### config.mk
export PLATFORM = sky130hd
export DESIGN_NAME = prm_draw_unit
export DESIGN_NICKNAME = d
export VERILOG_FILES = /design/src/rtl/prm_draw_unit.v /design/src/rtl/prm_logic_unit.v
export VERILOG_INCLUDE_DIRS = /design/src /design/src/rtl
export SDC_FILE = /design/constraint.sdc
export NUM_CORES = 1
export LEC_CHECK = 0
export ABC_AREA = 0
export BUFFER_PORTS_ARGS = -buffer_cell sky130_fd_sc_hd__buf_2
export CORE_MARGIN = 1
export CORE_UTILIZATION = 49
export DETAILED_ROUTE_END_ITERATION = 6
export GPL_TIMING_DRIVEN = 1
export PLACE_DENSITY = 0.8
export SLEW_MARGIN = 20
export SYNTH_ARGS = -nofsm -noshare
export SYNTH_HDL_FRONTEND = slang
export SYNTH_HIERARCHICAL = 1
export SYNTH_SLANG_ARGS = --single-unit
### constraint.sdc
create_clock -name MCLK_I -period 4.26 [get_ports MCLK_I]
set_clock_uncertainty 0.05 [all_clocks]
set_input_delay 0.639 -clock MCLK_I [delete_from_list [all_inputs] [get_ports MCLK_I]]
set_output_delay 0.639 -clock MCLK_I [all_outputs]
set_load 0.01 [all_outputs]
### src/rtl/prm_consts.vh
/*
  Constants for the pixel read-modify-write draw unit: widths, reset
  values, logic-unit operation codes and drawing direction codes.
  Assumes it is included by bare name from the rtl files of this unit.
*/
`ifndef PRM_CONSTS_VH
`define PRM_CONSTS_VH

// ----------------------------------------------------------------
// widths
// ----------------------------------------------------------------
`define PRM_WORD_W      16
`define PRM_DOT_W       4
`define PRM_ADDR_W      18
`define PRM_COUNT_W     14
`define PRM_OP_W        2
`define PRM_DIR_W       3

// ----------------------------------------------------------------
// memory cycle lengths in clock periods
// ----------------------------------------------------------------
`define PRM_RMW_CLKS    4
`define PRM_SHORT_CLKS  2

// ----------------------------------------------------------------
// logic unit operations
// ----------------------------------------------------------------
`define PRM_OP_REPLACE  2'h0
`define PRM_OP_COMPL    2'h1
`define PRM_OP_CLEAR    2'h2
`define PRM_OP_SET      2'h3

// ----------------------------------------------------------------
// directions, 0 straight down, counterclockwise to 7
// ----------------------------------------------------------------
`define PRM_DIR_DOWN    3'h0
`define PRM_DIR_DNRT    3'h1
`define PRM_DIR_RIGHT   3'h2
`define PRM_DIR_UPRT    3'h3
`define PRM_DIR_UP      3'h4
`define PRM_DIR_UPLT    3'h5
`define PRM_DIR_LEFT    3'h6
`define PRM_DIR_DNLT    3'h7

// ----------------------------------------------------------------
// reset values
// ----------------------------------------------------------------
`define PRM_RST_MASK    16'h0001
`define PRM_RST_PATTERN 16'hFFFF
`define PRM_RST_PITCH   18'h00028

`endif

### src/rtl/prm_draw_unit.v
/*
  Pixel read-modify-write datapath and address stepper of a display
  controller: four-clock read-modify-write cycles, two-clock display
  fetch and dynamic refresh cycles, pattern and mask registers, and the
  eight-direction word and dot pointer stepper.
  Assumes a synchronous display memory of 16-bit words on the same
  clock, and a command processor on the same clock driving the strobes.
*/
// Function
// - every drawing access is four clocks: address, read, modify, write back
// - all accesses use read-modify-write; only fetch and refresh take two
// - pattern loads from write-data command or parameter RAM during drawing
// - replace, complement, clear, set; mask-0 bits return as read
// - replace puts the pattern-derived modify bit into every enabled bit
// - others keep modify-0 bits; modify-1 inverts, sets or clears
// - graphics: one pattern bit per pixel; next bit and moved mask follow
// - character mode applies all pattern bits in parallel as modify word
// - cursor set decodes 4-bit dot position one-hot into the mask
// - a mask command loads any full 16-bit value into the mask
// - one pixel per cycle; next address computed during current cycle
// - memory is a linear array of 16-pixel words; dot selects pixel
// - direction is 3 bits, 0 straight down, rising counterclockwise to 7
// - vertical moves add or subtract the pitch from the word pointer
// - sideways moves rotate dot pointer; word pointer steps on wrap
// - all-ones mask steps the word pointer each cycle, whole word written
// - DMA moves whole words, diagonals change both row and column
// - arcs start in the given direction and curve; at most 45 degrees
// - line direction code is the octant holding the line's angle
// - pitch command gives memory width in words for vertical steps
// - draw count is cycles minus one; unit stops after count plus one
`timescale 1ns/1ps
`default_nettype none
`include "prm_consts.vh"

module prm_draw_unit
#(
  parameter WORD_W  = `PRM_WORD_W,
  parameter DOT_W   = `PRM_DOT_W,
  parameter ADDR_W  = `PRM_ADDR_W,
  parameter COUNT_W = `PRM_COUNT_W
)
(
  input  wire               MCLK_I,
  input  wire               RSTN_I,
  // command processor side
  input  wire               WRITE_DATA_CMD_I,
  input  wire [WORD_W-1:0]  WRITE_DATA_PATTERN_I,
  input  wire               PRAM_PATTERN_LOAD_I,
  input  wire [WORD_W-1:0]  PRAM_PATTERN_I,
  input  wire               MASK_CMD_I,
  input  wire [WORD_W-1:0]  MASK_VALUE_I,
  input  wire               CURSOR_SET_CMD_I,
  input  wire [ADDR_W-1:0]  CURSOR_WORD_I,
  input  wire [DOT_W-1:0]   CURSOR_DOT_I,
  input  wire               PITCH_CMD_I,
  input  wire [ADDR_W-1:0]  PITCH_I,
  input  wire [1:0]         OP_I,
  input  wire               CHAR_MODE_I,
  input  wire               DMA_MODE_I,
  input  wire [2:0]         DIR_I,
  input  wire [COUNT_W-1:0] DRAW_COUNT_I,
  input  wire               START_I,
  input  wire               FETCH_REQ_I,
  input  wire [ADDR_W-1:0]  FETCH_ADDR_I,
  input  wire               REFRESH_REQ_I,
  // display memory side
  input  wire [WORD_W-1:0]  MEM_RDATA_I,
  output reg  [ADDR_W-1:0]  MEM_ADDR_O,
  output reg                MEM_RD_O,
  output reg                MEM_WR_O,
  output reg  [WORD_W-1:0]  MEM_WDATA_O,
  output reg                MEM_RFSH_O,
  // status
  output reg                BUSY_O,
  output reg                SHORT_ACK_O,
  output reg                FETCH_VALID_O,
  output reg  [WORD_W-1:0]  FETCH_DATA_O,
  output reg  [ADDR_W-1:0]  EXEC_WORD_POINTER_O,
  output reg  [WORD_W-1:0]  MASK_O
);

  // ----------------------------------------------------------------
  // states
  // ----------------------------------------------------------------
  localparam [2:0] S_IDLE   = 3'h0;
  localparam [2:0] S_ADDR   = 3'h1;
  localparam [2:0] S_READ   = 3'h2;
  localparam [2:0] S_MOD    = 3'h3;
  localparam [2:0] S_WRITE  = 3'h4;
  localparam [2:0] S_SADDR  = 3'h5;
  localparam [2:0] S_SDATA  = 3'h6;

  // ----------------------------------------------------------------
  // helpers
  // ----------------------------------------------------------------
  function [WORD_W-1:0] one_hot;
    input [DOT_W-1:0] pos;
    begin
      one_hot = {{(WORD_W-1){1'b0}}, 1'b1} << pos;
    end
  endfunction

  // ----------------------------------------------------------------
  // registers
  // ----------------------------------------------------------------
  reg [2:0]         state;
  reg [WORD_W-1:0]  pattern;
  reg [DOT_W-1:0]   pattern_idx;
  reg [ADDR_W-1:0]  pitch;
  reg [COUNT_W-1:0] draw_count;
  reg [WORD_W-1:0]  read_data;
  reg               short_rfsh;

  wire [WORD_W-1:0] dot_position_pointer = MASK_O;
  wire [ADDR_W-1:0] exec_word_pointer    = EXEC_WORD_POINTER_O;

  // ----------------------------------------------------------------
  // modify data and logic unit
  // ----------------------------------------------------------------
  reg  [WORD_W-1:0] modify_word;
  wire [WORD_W-1:0] lu_result;

  always @*
  begin
    if (CHAR_MODE_I)
      modify_word = pattern;
    else
      modify_word = {WORD_W{pattern[pattern_idx]}};
  end

  prm_logic_unit
  #(
    .WORD_W   (WORD_W)
  )
  u_logic
  (
    .op_i     (OP_I),
    .read_i   (read_data),
    .modify_i (modify_word),
    .mask_i   (MASK_O),
    .result_o (lu_result)
  );

  // ----------------------------------------------------------------
  // next pixel address, worked out while the current cycle runs
  // ----------------------------------------------------------------
  reg              go_down;
  reg              go_up;
  reg              go_msb;
  reg              go_lsb;
  reg [ADDR_W-1:0] next_word;
  reg [WORD_W-1:0] next_mask;

  always @*
  begin
    // direction code: 0 down, counterclockwise; host picks the octant
    go_down = (DIR_I == `PRM_DIR_DNLT) || (DIR_I == `PRM_DIR_DOWN) ||
              (DIR_I == `PRM_DIR_DNRT);
    go_up   = (DIR_I == `PRM_DIR_UPRT) || (DIR_I == `PRM_DIR_UP) ||
              (DIR_I == `PRM_DIR_UPLT);
    go_msb  = (DIR_I == `PRM_DIR_DNRT) || (DIR_I == `PRM_DIR_RIGHT) ||
              (DIR_I == `PRM_DIR_UPRT);
    go_lsb  = (DIR_I == `PRM_DIR_UPLT) || (DIR_I == `PRM_DIR_LEFT) ||
              (DIR_I == `PRM_DIR_DNLT);
    next_word = exec_word_pointer;
    next_mask = dot_position_pointer;
    if (go_down)
      next_word = next_word + pitch;
    else if (go_up)
      next_word = next_word - pitch;
    if (DMA_MODE_I)
    begin
      // whole words: every sideways move changes the column as well
      if (go_msb)
        next_word = next_word + {{(ADDR_W-1){1'b0}}, 1'b1};
      else if (go_lsb)
        next_word = next_word - {{(ADDR_W-1){1'b0}}, 1'b1};
    end
    else if (go_msb)
    begin
      // an all-ones mask always has its top bit set, so it always steps
      if (dot_position_pointer[WORD_W-1])
        next_word = next_word + {{(ADDR_W-1){1'b0}}, 1'b1};
      next_mask = {MASK_O[WORD_W-2:0], MASK_O[WORD_W-1]};
    end
    else if (go_lsb)
    begin
      if (dot_position_pointer[0])
        next_word = next_word - {{(ADDR_W-1){1'b0}}, 1'b1};
      next_mask = {MASK_O[0], MASK_O[WORD_W-1:1]};
    end
  end

  // ----------------------------------------------------------------
  // cycle sequencer
  // ----------------------------------------------------------------
  wire short_req = REFRESH_REQ_I | FETCH_REQ_I;

  always @(posedge MCLK_I or negedge RSTN_I)
  begin
    if (!RSTN_I)
    begin
      state               <= S_IDLE;
      pattern             <= `PRM_RST_PATTERN;
      pattern_idx         <= {DOT_W{1'b0}};
      pitch               <= `PRM_RST_PITCH;
      draw_count          <= {COUNT_W{1'b0}};
      read_data           <= {WORD_W{1'b0}};
      short_rfsh          <= 1'b0;
      MEM_ADDR_O          <= {ADDR_W{1'b0}};
      MEM_RD_O            <= 1'b0;
      MEM_WR_O            <= 1'b0;
      MEM_WDATA_O         <= {WORD_W{1'b0}};
      MEM_RFSH_O          <= 1'b0;
      BUSY_O              <= 1'b0;
      SHORT_ACK_O         <= 1'b0;
      FETCH_VALID_O       <= 1'b0;
      FETCH_DATA_O        <= {WORD_W{1'b0}};
      EXEC_WORD_POINTER_O <= {ADDR_W{1'b0}};
      MASK_O              <= `PRM_RST_MASK;
    end
    else
    begin
      SHORT_ACK_O   <= 1'b0;
      FETCH_VALID_O <= 1'b0;
      // pattern may be refilled from parameter RAM mid-figure
      if (PRAM_PATTERN_LOAD_I)
        pattern <= PRAM_PATTERN_I;
      else if (WRITE_DATA_CMD_I && !BUSY_O)
        pattern <= WRITE_DATA_PATTERN_I;
      if (PITCH_CMD_I && !BUSY_O)
        pitch <= PITCH_I;
      if (!BUSY_O)
      begin
        if (MASK_CMD_I)
          MASK_O <= MASK_VALUE_I;
        else if (CURSOR_SET_CMD_I)
          MASK_O <= one_hot(CURSOR_DOT_I);
        if (CURSOR_SET_CMD_I)
          EXEC_WORD_POINTER_O <= CURSOR_WORD_I;
      end
      case (state)
        S_IDLE:
        begin
          if (short_req)
          begin
            state      <= S_SADDR;
            short_rfsh <= REFRESH_REQ_I;
            MEM_ADDR_O <= FETCH_ADDR_I;
            MEM_RD_O   <= ~REFRESH_REQ_I;
            MEM_RFSH_O <= REFRESH_REQ_I;
          end
          else if (START_I)
          begin
            // every access, single word or figure, is a full RMW
            state       <= S_ADDR;
            BUSY_O      <= 1'b1;
            draw_count  <= DRAW_COUNT_I;
            pattern_idx <= {DOT_W{1'b0}};
            MEM_ADDR_O  <= exec_word_pointer;
            MEM_RD_O    <= 1'b1;
          end
        end
        S_ADDR:
          state <= S_READ;
        S_READ:
        begin
          state     <= S_MOD;
          read_data <= MEM_RDATA_I;
          MEM_RD_O  <= 1'b0;
        end
        S_MOD:
        begin
          state               <= S_WRITE;
          MEM_WDATA_O         <= lu_result;
          MEM_WR_O            <= 1'b1;
          EXEC_WORD_POINTER_O <= next_word;
          MASK_O              <= next_mask;
          pattern_idx         <= pattern_idx + {{(DOT_W-1){1'b0}}, 1'b1};
          // index wraps naturally at the pattern width
        end
        S_WRITE:
        begin
          MEM_WR_O <= 1'b0;
          if (draw_count == {COUNT_W{1'b0}})
            BUSY_O <= 1'b0;
          else
            draw_count <= draw_count - {{(COUNT_W-1){1'b0}}, 1'b1};
          if (short_req)
          begin
            // short cycles slot in between read-modify-write cycles
            state      <= S_SADDR;
            short_rfsh <= REFRESH_REQ_I;
            MEM_ADDR_O <= FETCH_ADDR_I;
            MEM_RD_O   <= ~REFRESH_REQ_I;
            MEM_RFSH_O <= REFRESH_REQ_I;
          end
          else if (draw_count != {COUNT_W{1'b0}})
          begin
            state      <= S_ADDR;
            MEM_ADDR_O <= exec_word_pointer;
            MEM_RD_O   <= 1'b1;
          end
          else
            state <= S_IDLE;
        end
        S_SADDR:
        begin
          state       <= S_SDATA;
          SHORT_ACK_O <= 1'b1;
        end
        S_SDATA:
        begin
          MEM_RD_O   <= 1'b0;
          MEM_RFSH_O <= 1'b0;
          if (!short_rfsh)
          begin
            FETCH_DATA_O  <= MEM_RDATA_I;
            FETCH_VALID_O <= 1'b1;
          end
          if (BUSY_O)
          begin
            state      <= S_ADDR;
            MEM_ADDR_O <= exec_word_pointer;
            MEM_RD_O   <= 1'b1;
          end
          else
            state <= S_IDLE;
        end
        default:
          state <= S_IDLE;
      endcase
    end
  end

endmodule
`default_nettype wire

### src/rtl/prm_logic_unit.v
/*
  Four-operation logic unit of the read-modify-write cycle.
  Assumes read data, modify data and mask are stable for the cycle in
  which the caller registers the result; purely combinational.
*/
`timescale 1ns/1ps
`default_nettype none
`include "prm_consts.vh"

module prm_logic_unit
#(
  parameter WORD_W = 16
)
(
  input  wire [1:0]        op_i,
  input  wire [WORD_W-1:0] read_i,
  input  wire [WORD_W-1:0] modify_i,
  input  wire [WORD_W-1:0] mask_i,
  output reg  [WORD_W-1:0] result_o
);

  reg [WORD_W-1:0] enabled;

  always @*
  begin
    // modify data only acts where the mask lets it
    enabled = modify_i & mask_i;
    case (op_i)
      `PRM_OP_REPLACE:
        // mask-0 bits come back as read, mask-1 bits take modify data
        result_o = (read_i & ~mask_i) | enabled;
      `PRM_OP_COMPL:
        result_o = read_i ^ enabled;
      `PRM_OP_CLEAR:
        result_o = read_i & ~enabled;
      `PRM_OP_SET:
        result_o = read_i | enabled;
      default:
        result_o = read_i;
    endcase
  end

endmodule
`default_nettype wire

---- Yosys cells after proc, flatten, opt, wreduce, memory -nomap -nowiden ----
Index checks and enable logic that the tools add are counted.
storage, ports and cells
  input bits .............................. 153
  flip-flop bits (word level) ............. 162
cells by class
  $add $sub $neg .......................... 6
  magnitude comparators ................... 1
  bitwise gates (word level) .............. 11
  equal/unequal tests ..................... 27
  muxes and demuxes ....................... 59
  reductions and logical operators ........ 36
  shift-type cells ........................ 1
operator list
  operator                                                              number
  18-bit 2-to-1 mux                                                     17
  16-bit 2-to-1 mux                                                     10
  16-bit one-hot mux with 4 select lines                                1
  18-bit one-hot mux with 3 select lines                                1
  16-bit AND                                                            3
  14-bit 2-to-1 mux                                                     3
  16-bit NOT                                                            2
  16-bit OR                                                             2
  14-bit one-hot mux with 2 select lines                                1
  3-bit == test, second input constant                                  7
  3-bit one-hot mux with 7 select lines                                 1
  18-bit by 1-bit adder with 18-bit output, second input constant       1
  18-bit adder                                                          1
  18-bit by 1-bit subtractor with 18-bit output, second input constant  1
  18-bit subtractor                                                     1
  4-bit AND reduction                                                   4
  1-bit by 4-bit left shift with 16-bit output, first input constant    1
  16-bit bitwise XOR                                                    1
  14-bit logical NOT                                                    1
  1-bit 2-to-1 mux                                                      14
  14-bit nonzero test                                                   1
  14-bit by 1-bit subtractor with 14-bit output, second input constant  1
  3-bit by 2-bit == test with 1-bit output, second input constant       4
  2-bit != test, second input constant                                  6
  other kinds (26)                                                      56

---- Logic depth before layout (Yosys ltp) ----
Gate-level depths: netlist of run 1.
  word-level depth ........................ 11
  gate-level depth with buffers ........... 14

---- Modules after synthesis ----
The synthesis of run 1 kept the hierarchy.
by module, submodules not included
  module          times used  cells each  seq. area each (µm²)  area each (µm²)
  prm_draw_unit   1           1,264       4,077.7               10,815.4
  prm_logic_unit  1           125         0.0                   943.4

---- Worst setup path before layout of run 1 ----
No wires, ideal clock.
  path kind ............................... register to register
  start ................................... register EXEC_WORD_POINTER_O[0]
  end ..................................... register EXEC_WORD_POINTER_O[14]
  setup slack ............................. 22 ps
  buffers on the path ..................... 1
  stages on the path, launching flop included .. 15
  arrival ................................. 4,045 ps
  path through ............................ dfrtp_1 -> inv_1 -> ha_1 -> fa_1 -> nand2b_1 -> a2111oi_1 -> nor2b_1 -> xnor2_1 -> a221o_1 -> or3_1 -> clkbuf_1 -> or4_4 -> or4_1 -> a31oi_1 -> a22oi_1
on the way
  word-level cells in the longest chain between the ends .. 9
  elaborated cells on any way between the ends .. 14
  classes of those cells .................. 4 x add/sub; 10 x mux
RTL lines
  element                                        line                                      text
  from (decl)                                    prm_draw_unit.v:78                        output reg [ADDR_W-1:0] EXEC_WORD_POINTER_O,
  from (signal assigned)                         prm_draw_unit.v:219                       EXEC_WORD_POINTER_O <= {ADDR_W{1'b0}};
  from (signal assigned)                         prm_draw_unit.v:277                       EXEC_WORD_POINTER_O <= next_word;
  18-bit subtractor                              prm_draw_unit.v:170                       next_word = next_word - pitch;
  18-bit 2-to-1 mux                              prm_draw_unit.v:169                       else if (go_up)
  18-bit 2-to-1 mux *                            prm_draw_unit.v:167                       if (go_down)
  18-bit by 1-bit subtractor with 18-bit output  prm_draw_unit.v:177, prm_draw_unit.v:189
  18-bit 2-to-1 mux                              prm_draw_unit.v:188                       if (dot_position_pointer[0])
  18-bit 2-to-1 mux                              prm_draw_unit.v:186                       else if (go_lsb)
  18-bit 2-to-1 mux                              prm_draw_unit.v:179                       else if (go_msb)
  18-bit 2-to-1 mux *                            prm_draw_unit.v:171                       if (DMA_MODE_I)
  18-bit 2-to-1 mux *                            prm_draw_unit.v:242                       case (state)
Mark *: on every way between the ends. The rest lies on a longest branch, timed or not.
A chain may end at the register's enable or synchronous reset.

---- Final worst setup path of run 1 ----
Ends and elaborated chain as after synthesis.

==> reports/metrics.csv, run 1 <==
metric,value,unit
outcome,completed,
GR Overflow Total,0,
CP peak stage delay,0.57,ns
WL final,38.5,mm
slew margin rel.,28.6,%
Die ar.,24600,um2
initial antenna violation count,2,
ys async rst share,100,%
register area,4080,um2
"Primary FF master, synth",dfrtp_1,
Setup CP Type,reg -> reg,
Final #Nets,1834,
Final Cell Area,14100,um2
CP Max Fanout,5,
dpl cell area,13400,um2
"crit path setup slack, layout",0.120,ns
VDD IR max,0.392,mV
Tot GR Track Use,31.6,%
GR Layer Usage met3,6.53,%
power per cell area,831,nW/um2
I/O pin count,243,
worst skew pair latency,0.44,ns
first-pass GRT wire length,60.5,mm
H-tree depth,4,
CP max-delay cell,or4_4,
hold_ws,0.267,ns
Gate Count Post-Synth,1389,
Avg Inst Size Synth,8.47,um2
"CTS clk-pin slew, worst paths",0.07,ns
reg-to-reg startpoint,EXEC_WORD_POINTER_O[0],
multi-input logic area,7110,um2
Root Driver,clkbuf_16,
sequential area share after synthesis,34.7,%
Worst Setup End Kind,flip-flop,
Global Route met2 Usage,51.8,%
reg2reg end,EXEC_WORD_POINTER_O[14],
"Net Count, Synth",1603,
Site Rows,56,
drt pass-1 iters,5,
CP required,4.48,ns
Detailed Place HPWL,28.4,mm
deepest clock path buffer count,2,
CTS tree,yes,
Final period util,97.2,%
met1 usage,38.9,%
stages on the worst setup path,14,
largest net degree at the start of global routing,94,
Leakage Power,6.54,nW
Fmax,242,MHz
Filler Cell Count,2060,
Worst-Margin Slew,1.06,ns
fin crit period,4.14,ns
"Hold Violations, Final",0,
Worst R2R Path Depth,14,
Yosys warning total,6,
CP cell instances,inv_2 > ha_2 > fa_2 > nand2b_4 > a2111oi_4 > buf_4 > o21ai_2 > a221oi_2 > o22ai_2 > or3_4 > or4_4 > or4_1 > a31oi_1 > a22oi_1,
DRC Markers,0,
layout cells sized above 1,28.0,%
routability congestion estimate,1.02,
Final Non-Filler Cells,1953,
IO Port Bufs,242,
crit-path leading delay family,simple AND/OR/NAND/NOR gates,
WP buf/inv,2,
Final Max Slew Viols,0,
# setup viols final,0,
FF-to-FF setup slack,0.12,ns
Die W,157,um
vias per inst,6.07,
initial core utilization,50.1,%
Worst Hold Class,in -> async,
via count,11900,
die span in y,157,um
CTS buffer count,17,
# hold bufs at CTS,0,
number of global-route vias before repair,11500,
P&R area growth vs syn,20.2,%
remaining antenna violation count,0,
pre-CTS setup slack,-0.0493,ns
Setup crit start kind,flip-flop,
Yosys reg bits,162,
max_cap viols,0,
critical path data arrival time,4.36,ns
cell area after synthesis,11800,um2
DR WL/cell,19.7,um
Setup crit start,EXEC_WORD_POINTER_O[0],
clock net sink count,162,
Setup crit end,EXEC_WORD_POINTER_O[14],
Yosys cell types,85,
Std-Cell Core Area,23500,um2
GRT busiest layer,met2,
Post-synth EDFFs,0,
DRC marker count from the first detailed-route iteration,1072,
Placed Cells,1914,
-- sequential cells by signal, indices dropped and copies added, names as in the netlist, 3 cells and up --
signal               count
pattern                 16
EXEC_WORD_POINTER_O     18
MASK_O                  16
pattern_idx              4
FETCH_DATA_O            16
MEM_WDATA_O             16
read_data               16
draw_count              14
state                    3
pitch                   18
MEM_ADDR_O              18
-- placed cells by master (no fill, tap or decap), drive strengths merged, types with 12 or more instances in the layout --
master and instances:
nand2 238, a211oi 32, a21oi 64, nand2b 17, nor2b 16, mux2 53, clkbuf 18, o21ai 125
nor4 18, nor3 34, a221oi 24, buf 296, nand3 13, or3 14, inv 86, mux2i 45
dfrtp 143, nor2 81, a22oi 13, a31oi 43, a21o 12, dfstp 19, ha 59
-- cell type report --
class / instances / area share, %
multi-input cells: 1063 / 50.3
flip-flops and latches: 162 / 28.9
repair buffers: 296 / 11.7
clock buffers: 18 / 3.04
well taps: 319 / 2.82
inverters: 80 / 2.12
clock inverters: 14 / 1.13
diodes: 1 / 0.0177
-- cell usage after synthesis (14+ instances only) --
library cell  number  share of area (%)
nand2_1          238                7.6
dfrtp_1          143                 30
o21ai_0          122                5.2
nor2_1            81                2.6
inv_1             77                2.5
clkbuf_1          65                2.1
a21oi_1           64                2.7
ha_1              59                6.3
mux2_2            53                5.1
mux2i_1           45                3.8
a31oi_1           43                2.3
nor3_1            34                1.4
a211oi_1          32                2.0
dfstp_2           19                4.2
nor4_1            18               0.96
nand2b_1          17               0.90
a221oi_2          16                2.0
nor2b_1           16               0.85
or3_1             14               0.74
-- worst reg2reg max path, stage by stage, from the launching register on --
cell,delay [ns]
dfrtp_1,0.43
inv_2,0.06
ha_2,0.19
fa_2,0.36
nand2b_4,0.17
a2111oi_4,0.41
buf_4,0.19
o21ai_2,0.07
a221oi_2,0.28
o22ai_2,0.14
or3_4,0.37
or4_4,0.57
or4_1,0.41
a31oi_1,0.18
a22oi_1,0.10
-- cells by family after synthesis --
logic type                 count (synthesis)  synth area share (%)
xor gates and xnor gates                  18                  1.34
adders and majority gates                 61                  6.62
DFF                                      162                  34.7
AOI/OAI and AO/OA                        396                  22.6
buffers and inverters                    164                  5.93
and+or+nand+nor                          485                  18.9
muxes                                    103                  9.86
-- worst min-delay path by stage --
stage | from | to | slack (ns) | depth (start not counted)
floorplan | RSTN_I | BUSY_O | 0.29 | 0
global placement | MEM_WDATA_O[10] | MEM_WDATA_O[10] | 0.41 | 2
detailed placement | MEM_WDATA_O[0] | MEM_WDATA_O[0] | 0.41 | 2
CTS | RSTN_I | MEM_ADDR_O[9] | 0.30 | 1
global route | RSTN_I | MEM_ADDR_O[4] | 0.32 | 1
finish | RSTN_I | MEM_ADDR_O[4] | 0.27 | 1
-- metrics by stage --
step           power (mW)  TNS, ns  utilization [%]
2_1_floorplan        7.46        0                -
3_3_place_gp         9.55        0             57.0
3_5_place_dp         9.78  -0.0493             57.0
4_1_cts              11.4        0             59.6
5_1_grt              12.6  -0.0565             60.2
6_report             11.7        0             60.2
-- routing by layer --
metal	share of wire [%]	vias up
met2	47	611
met3	8.5	126
met4	5.4	2
met1	39	5633
li1	-	5485
met5	0.026	-
-- power by group --
group / internal (mW) / leakage (nW) / total [mW] / switching [mW]
Clock: 0.836 / 0.284 / 1.58 / 0.746
Sequential: 2.25 / 1.92 / 2.96 / 0.705
Combinational: 2.92 / 4.34 / 7.21 / 4.29
Total: 6.01 / 6.54 / 11.7 / 5.74
-- what timing repair did --
| action | CTS | global route |
|---|---|---|
| setup buffers | 0 | 6 |
| resized for setup | 1 | 22 |
| endpoints found under the setup margin | 2 | 4 |
| pin swaps | 0 | 11 |
No activity file was read; power rests on OpenSTA's default activity.
==> inputs of run 2 (changes only) <==
- ABC_AREA: 0 -> 1
==> run 2 against run 1 <==
  * Critical path depth is 7 higher
  * Sequential share of layout area is 0.41 points lower
  * Worst setup slack better by 0.83 ns
  * Power shrank 18%
  * Via count grew 12%
  * Die area is 5.0% higher
==> reports/metrics.csv, run 2 <==
metric,value,unit
outcome,completed,
setup TNS,0,ns
Final Cell Area,14300,um2
Synth area leader,dfrtp_1,
layout cells sized above 1,17.7,%
deepest clock path buffer count,2,
Avg Inst Size Synth,6.57,um2
largest cells by area after synthesis,"dfrtp_1, nand2_1, inv_1",
Worst-Margin Slew,1.05,ns
Gate Count Post-Synth,1879,
critical path data arrival time,3.59,ns
GR Overflow Total,0,
Switch Pwr,4.88,mW
sequential area share after synthesis,33.0,%
power per cell area,675,nW/um2
Root Driver,clkbuf_16,
Final period util,77.8,%
pre-CTS setup slack,0.917,ns
Std-Cell Core Area,24500,um2
initial antenna violation count,2,
vias per inst,5.48,
"Primary FF master, synth",dfrtp_1,
"CTS clk-pin slew, worst paths",0.08,ns
Leakage Power,7.60,nW
first-pass GRT wire length,65.8,mm
ys async rst share,100,%
post-synthesis mux area share,0.274,%
CP Max Fanout,10,
cell area after synthesis,12400,um2
VDD IR max,0.334,mV
DR WL/cell,17.2,um
most frequent cells in the layout,"nand2_1, buf_2, inv_1, nor2_1, nand3_1",
Fmax,302,MHz
Site Rows,57,
Compound-Gate Fraction of Synth Area,16.5,%
die span in y,161,um
switch share,50.5,%
Post-CTS Resized,0,
Post-Synth XOR/XNOR Area,0.780,%
max_cap viols,0,
Tot GR Track Use,32.5,%
fin crit period,3.31,ns
"commonest non-fill, non-tap cell in the layout",nand2_1,
Yosys reg bits,162,
I/O pin count,243,
top-area cell type share of the netlist area,29.0,%
sequential share of power,29.1,%
"Net Count, Synth",2093,
clock net sink count,162,
CTS buffer count,17,
largest net degree at the start of global routing,89,
initial core utilization,50.3,%
Detailed Place HPWL,31.6,mm
Clk pwr share,16.5,%
slew margin rel.,29.8,%
Setup crit start kind,flip-flop,
routability congestion estimate,0.978,
Yosys cell types,55,
RSZ-0062 raised after global routing,false,
Worst Setup End Kind,flip-flop,
"Hold Violations, Final",0,
IO Port Bufs,242,
Yosys warning total,6,
FF-to-FF setup slack,0.95,ns
top flop regs,"EXEC_WORD_POINTER_O x18, MEM_ADDR_O x18, pitch x18",
Post-Synth Simple-Gate Area,32.8,%
Final #Nets,2299,
Synth top cells by count,"nand2_1, inv_1, nor2_1",
remaining antenna violation count,0,
P&R area growth vs syn,16.1,%
drt pass-1 iters,5,
Post-CTS Setup Bufs,0,
via count,13300,
# hold bufs at CTS,0,
worst skew pair latency,0.44,ns
Power Internal,4.79,mW
top-count cell post-synth,nand2_1,
CTS tree,yes,
number of global-route vias before repair,12600,
combinational share of power,54.4,%
"crit path setup slack, layout",0.946,ns
Worst Hold Class,in -> async,
DRC Markers,0,
Setup CP Type,reg -> reg,
DRC marker count from the first detailed-route iteration,1153,
Final Max Slew Viols,0,
Post-synth EDFFs,0,
CP required,4.54,ns
largest family of logic cells by synthesized area,simple AND/OR/NAND/NOR gates,
Die ar.,25800,um2
# setup viols final,0,
WL final,41.8,mm
post-synthesis adder-cell area fraction,6.30,%
H-tree depth,4,
Die W,161,um
dpl cell area,13700,um2
[run 2: cell count changes in the layout (fill, tap and decap cells not counted), moves of 22 or more]
cell      change
nand2_1     +349
a21oi_1      +56
mux2i_1      -45
buf_4        -28
nand3_1     +137
a31oi_1      -22
a211oi_1     -30
mux2_2       -50
nor2_1       +86
inv_1       +139
[run 2: power by group through the flow]
stage	Combinational (mW)	Clock [mW]	Sequential [mW]
after floorplan	3.31	0	2.87
after CTS	5.19	1.61	2.79
final	5.26	1.60	2.81
after detailed placement	5.15	0	2.81
after global placement	5.04	0	2.78
after global routing	5.89	1.66	2.88
[run 2: metrics by stage]
stage	hold slack, ns	instances	power [mW]	utilization (%)
finish	0.237	2424	9.67	58.4
floorplan	0.293	1879	6.18	-
detailed placement	0.408	2390	7.95	56.0
global route	0.305	2424	10.4	58.4
global placement	0.401	2390	7.82	56.0
CTS	0.280	2422	9.59	58.4
[run 2: area by class of cell]
type	instances	area, um2
Tap cell	324	405
Inverter	228	856
Multi-Input combinational cell	1411	7010
Sequential cell	162	4080
Antenna cell	2	5.00
Fill cell	2399	10200
Clock inverter	14	153
Clock buffer	18	439
Timing Repair Buffer	265	1390
[run 2: worst max-delay path: stages (launching register included)]
cell	delay, ns
dfstp_2	0.54
inv_1	0.05
ha_1	0.47
nand2_1	0.15
nor2_1	0.11
nand2_1	0.09
nand3_1	0.14
nand2_1	0.10
nand2_1	0.07
nand2_1	0.04
nand3_1	0.10
nand2_1	0.06
nand2_1	0.16
inv_1	0.11
nor2_1	0.10
nand3_1	0.12
o21ai_1	0.16
nand3_1	0.13
a21oi_1	0.15
o21ai_1	0.13
nand3_1	0.11
nand2_1	0.06
[run 2: path summary, 6_finish.rpt]
path / from / to / cells past startpoint
worst max register to register: pitch[5] / EXEC_WORD_POINTER_O[11] / 21
worst max-delay path: pitch[5] / EXEC_WORD_POINTER_O[11] / 21
worst min register to register: MEM_WDATA_O[7] / MEM_WDATA_O[7] / 2
min in group MCLK_I: PRAM_PATTERN_I[14] / pattern[14] / 3
max in group asynchronous: RSTN_I / pattern[9] / 2
worst min-delay path: RSTN_I / pitch[4] / 1
[run 2: cells by family (layout without fill, tap and decap cells)]
group	count (synthesis)	after routing
AND/OR/NAND/NOR	975	975
flip-flops	162	162
AO/OA/AOI/OAI	361	361
multiplexers	3	3
buffers and inverters	306	525
XOR/XNOR	11	11
other	0	2
adder cells (fa/ha/maj)	61	61
[run 2: routing by layer]
metal / global-route usage [%] / wire length, um / up-vias
met3: 5.48 / 2860 / 89
met1: 40.2 / 17000 / 6155
met2: 55.1 / 19900 / 553
li1: - / - / 6482
met4: 15.8 / 2050 / 0
met5: 0 / 0 / -
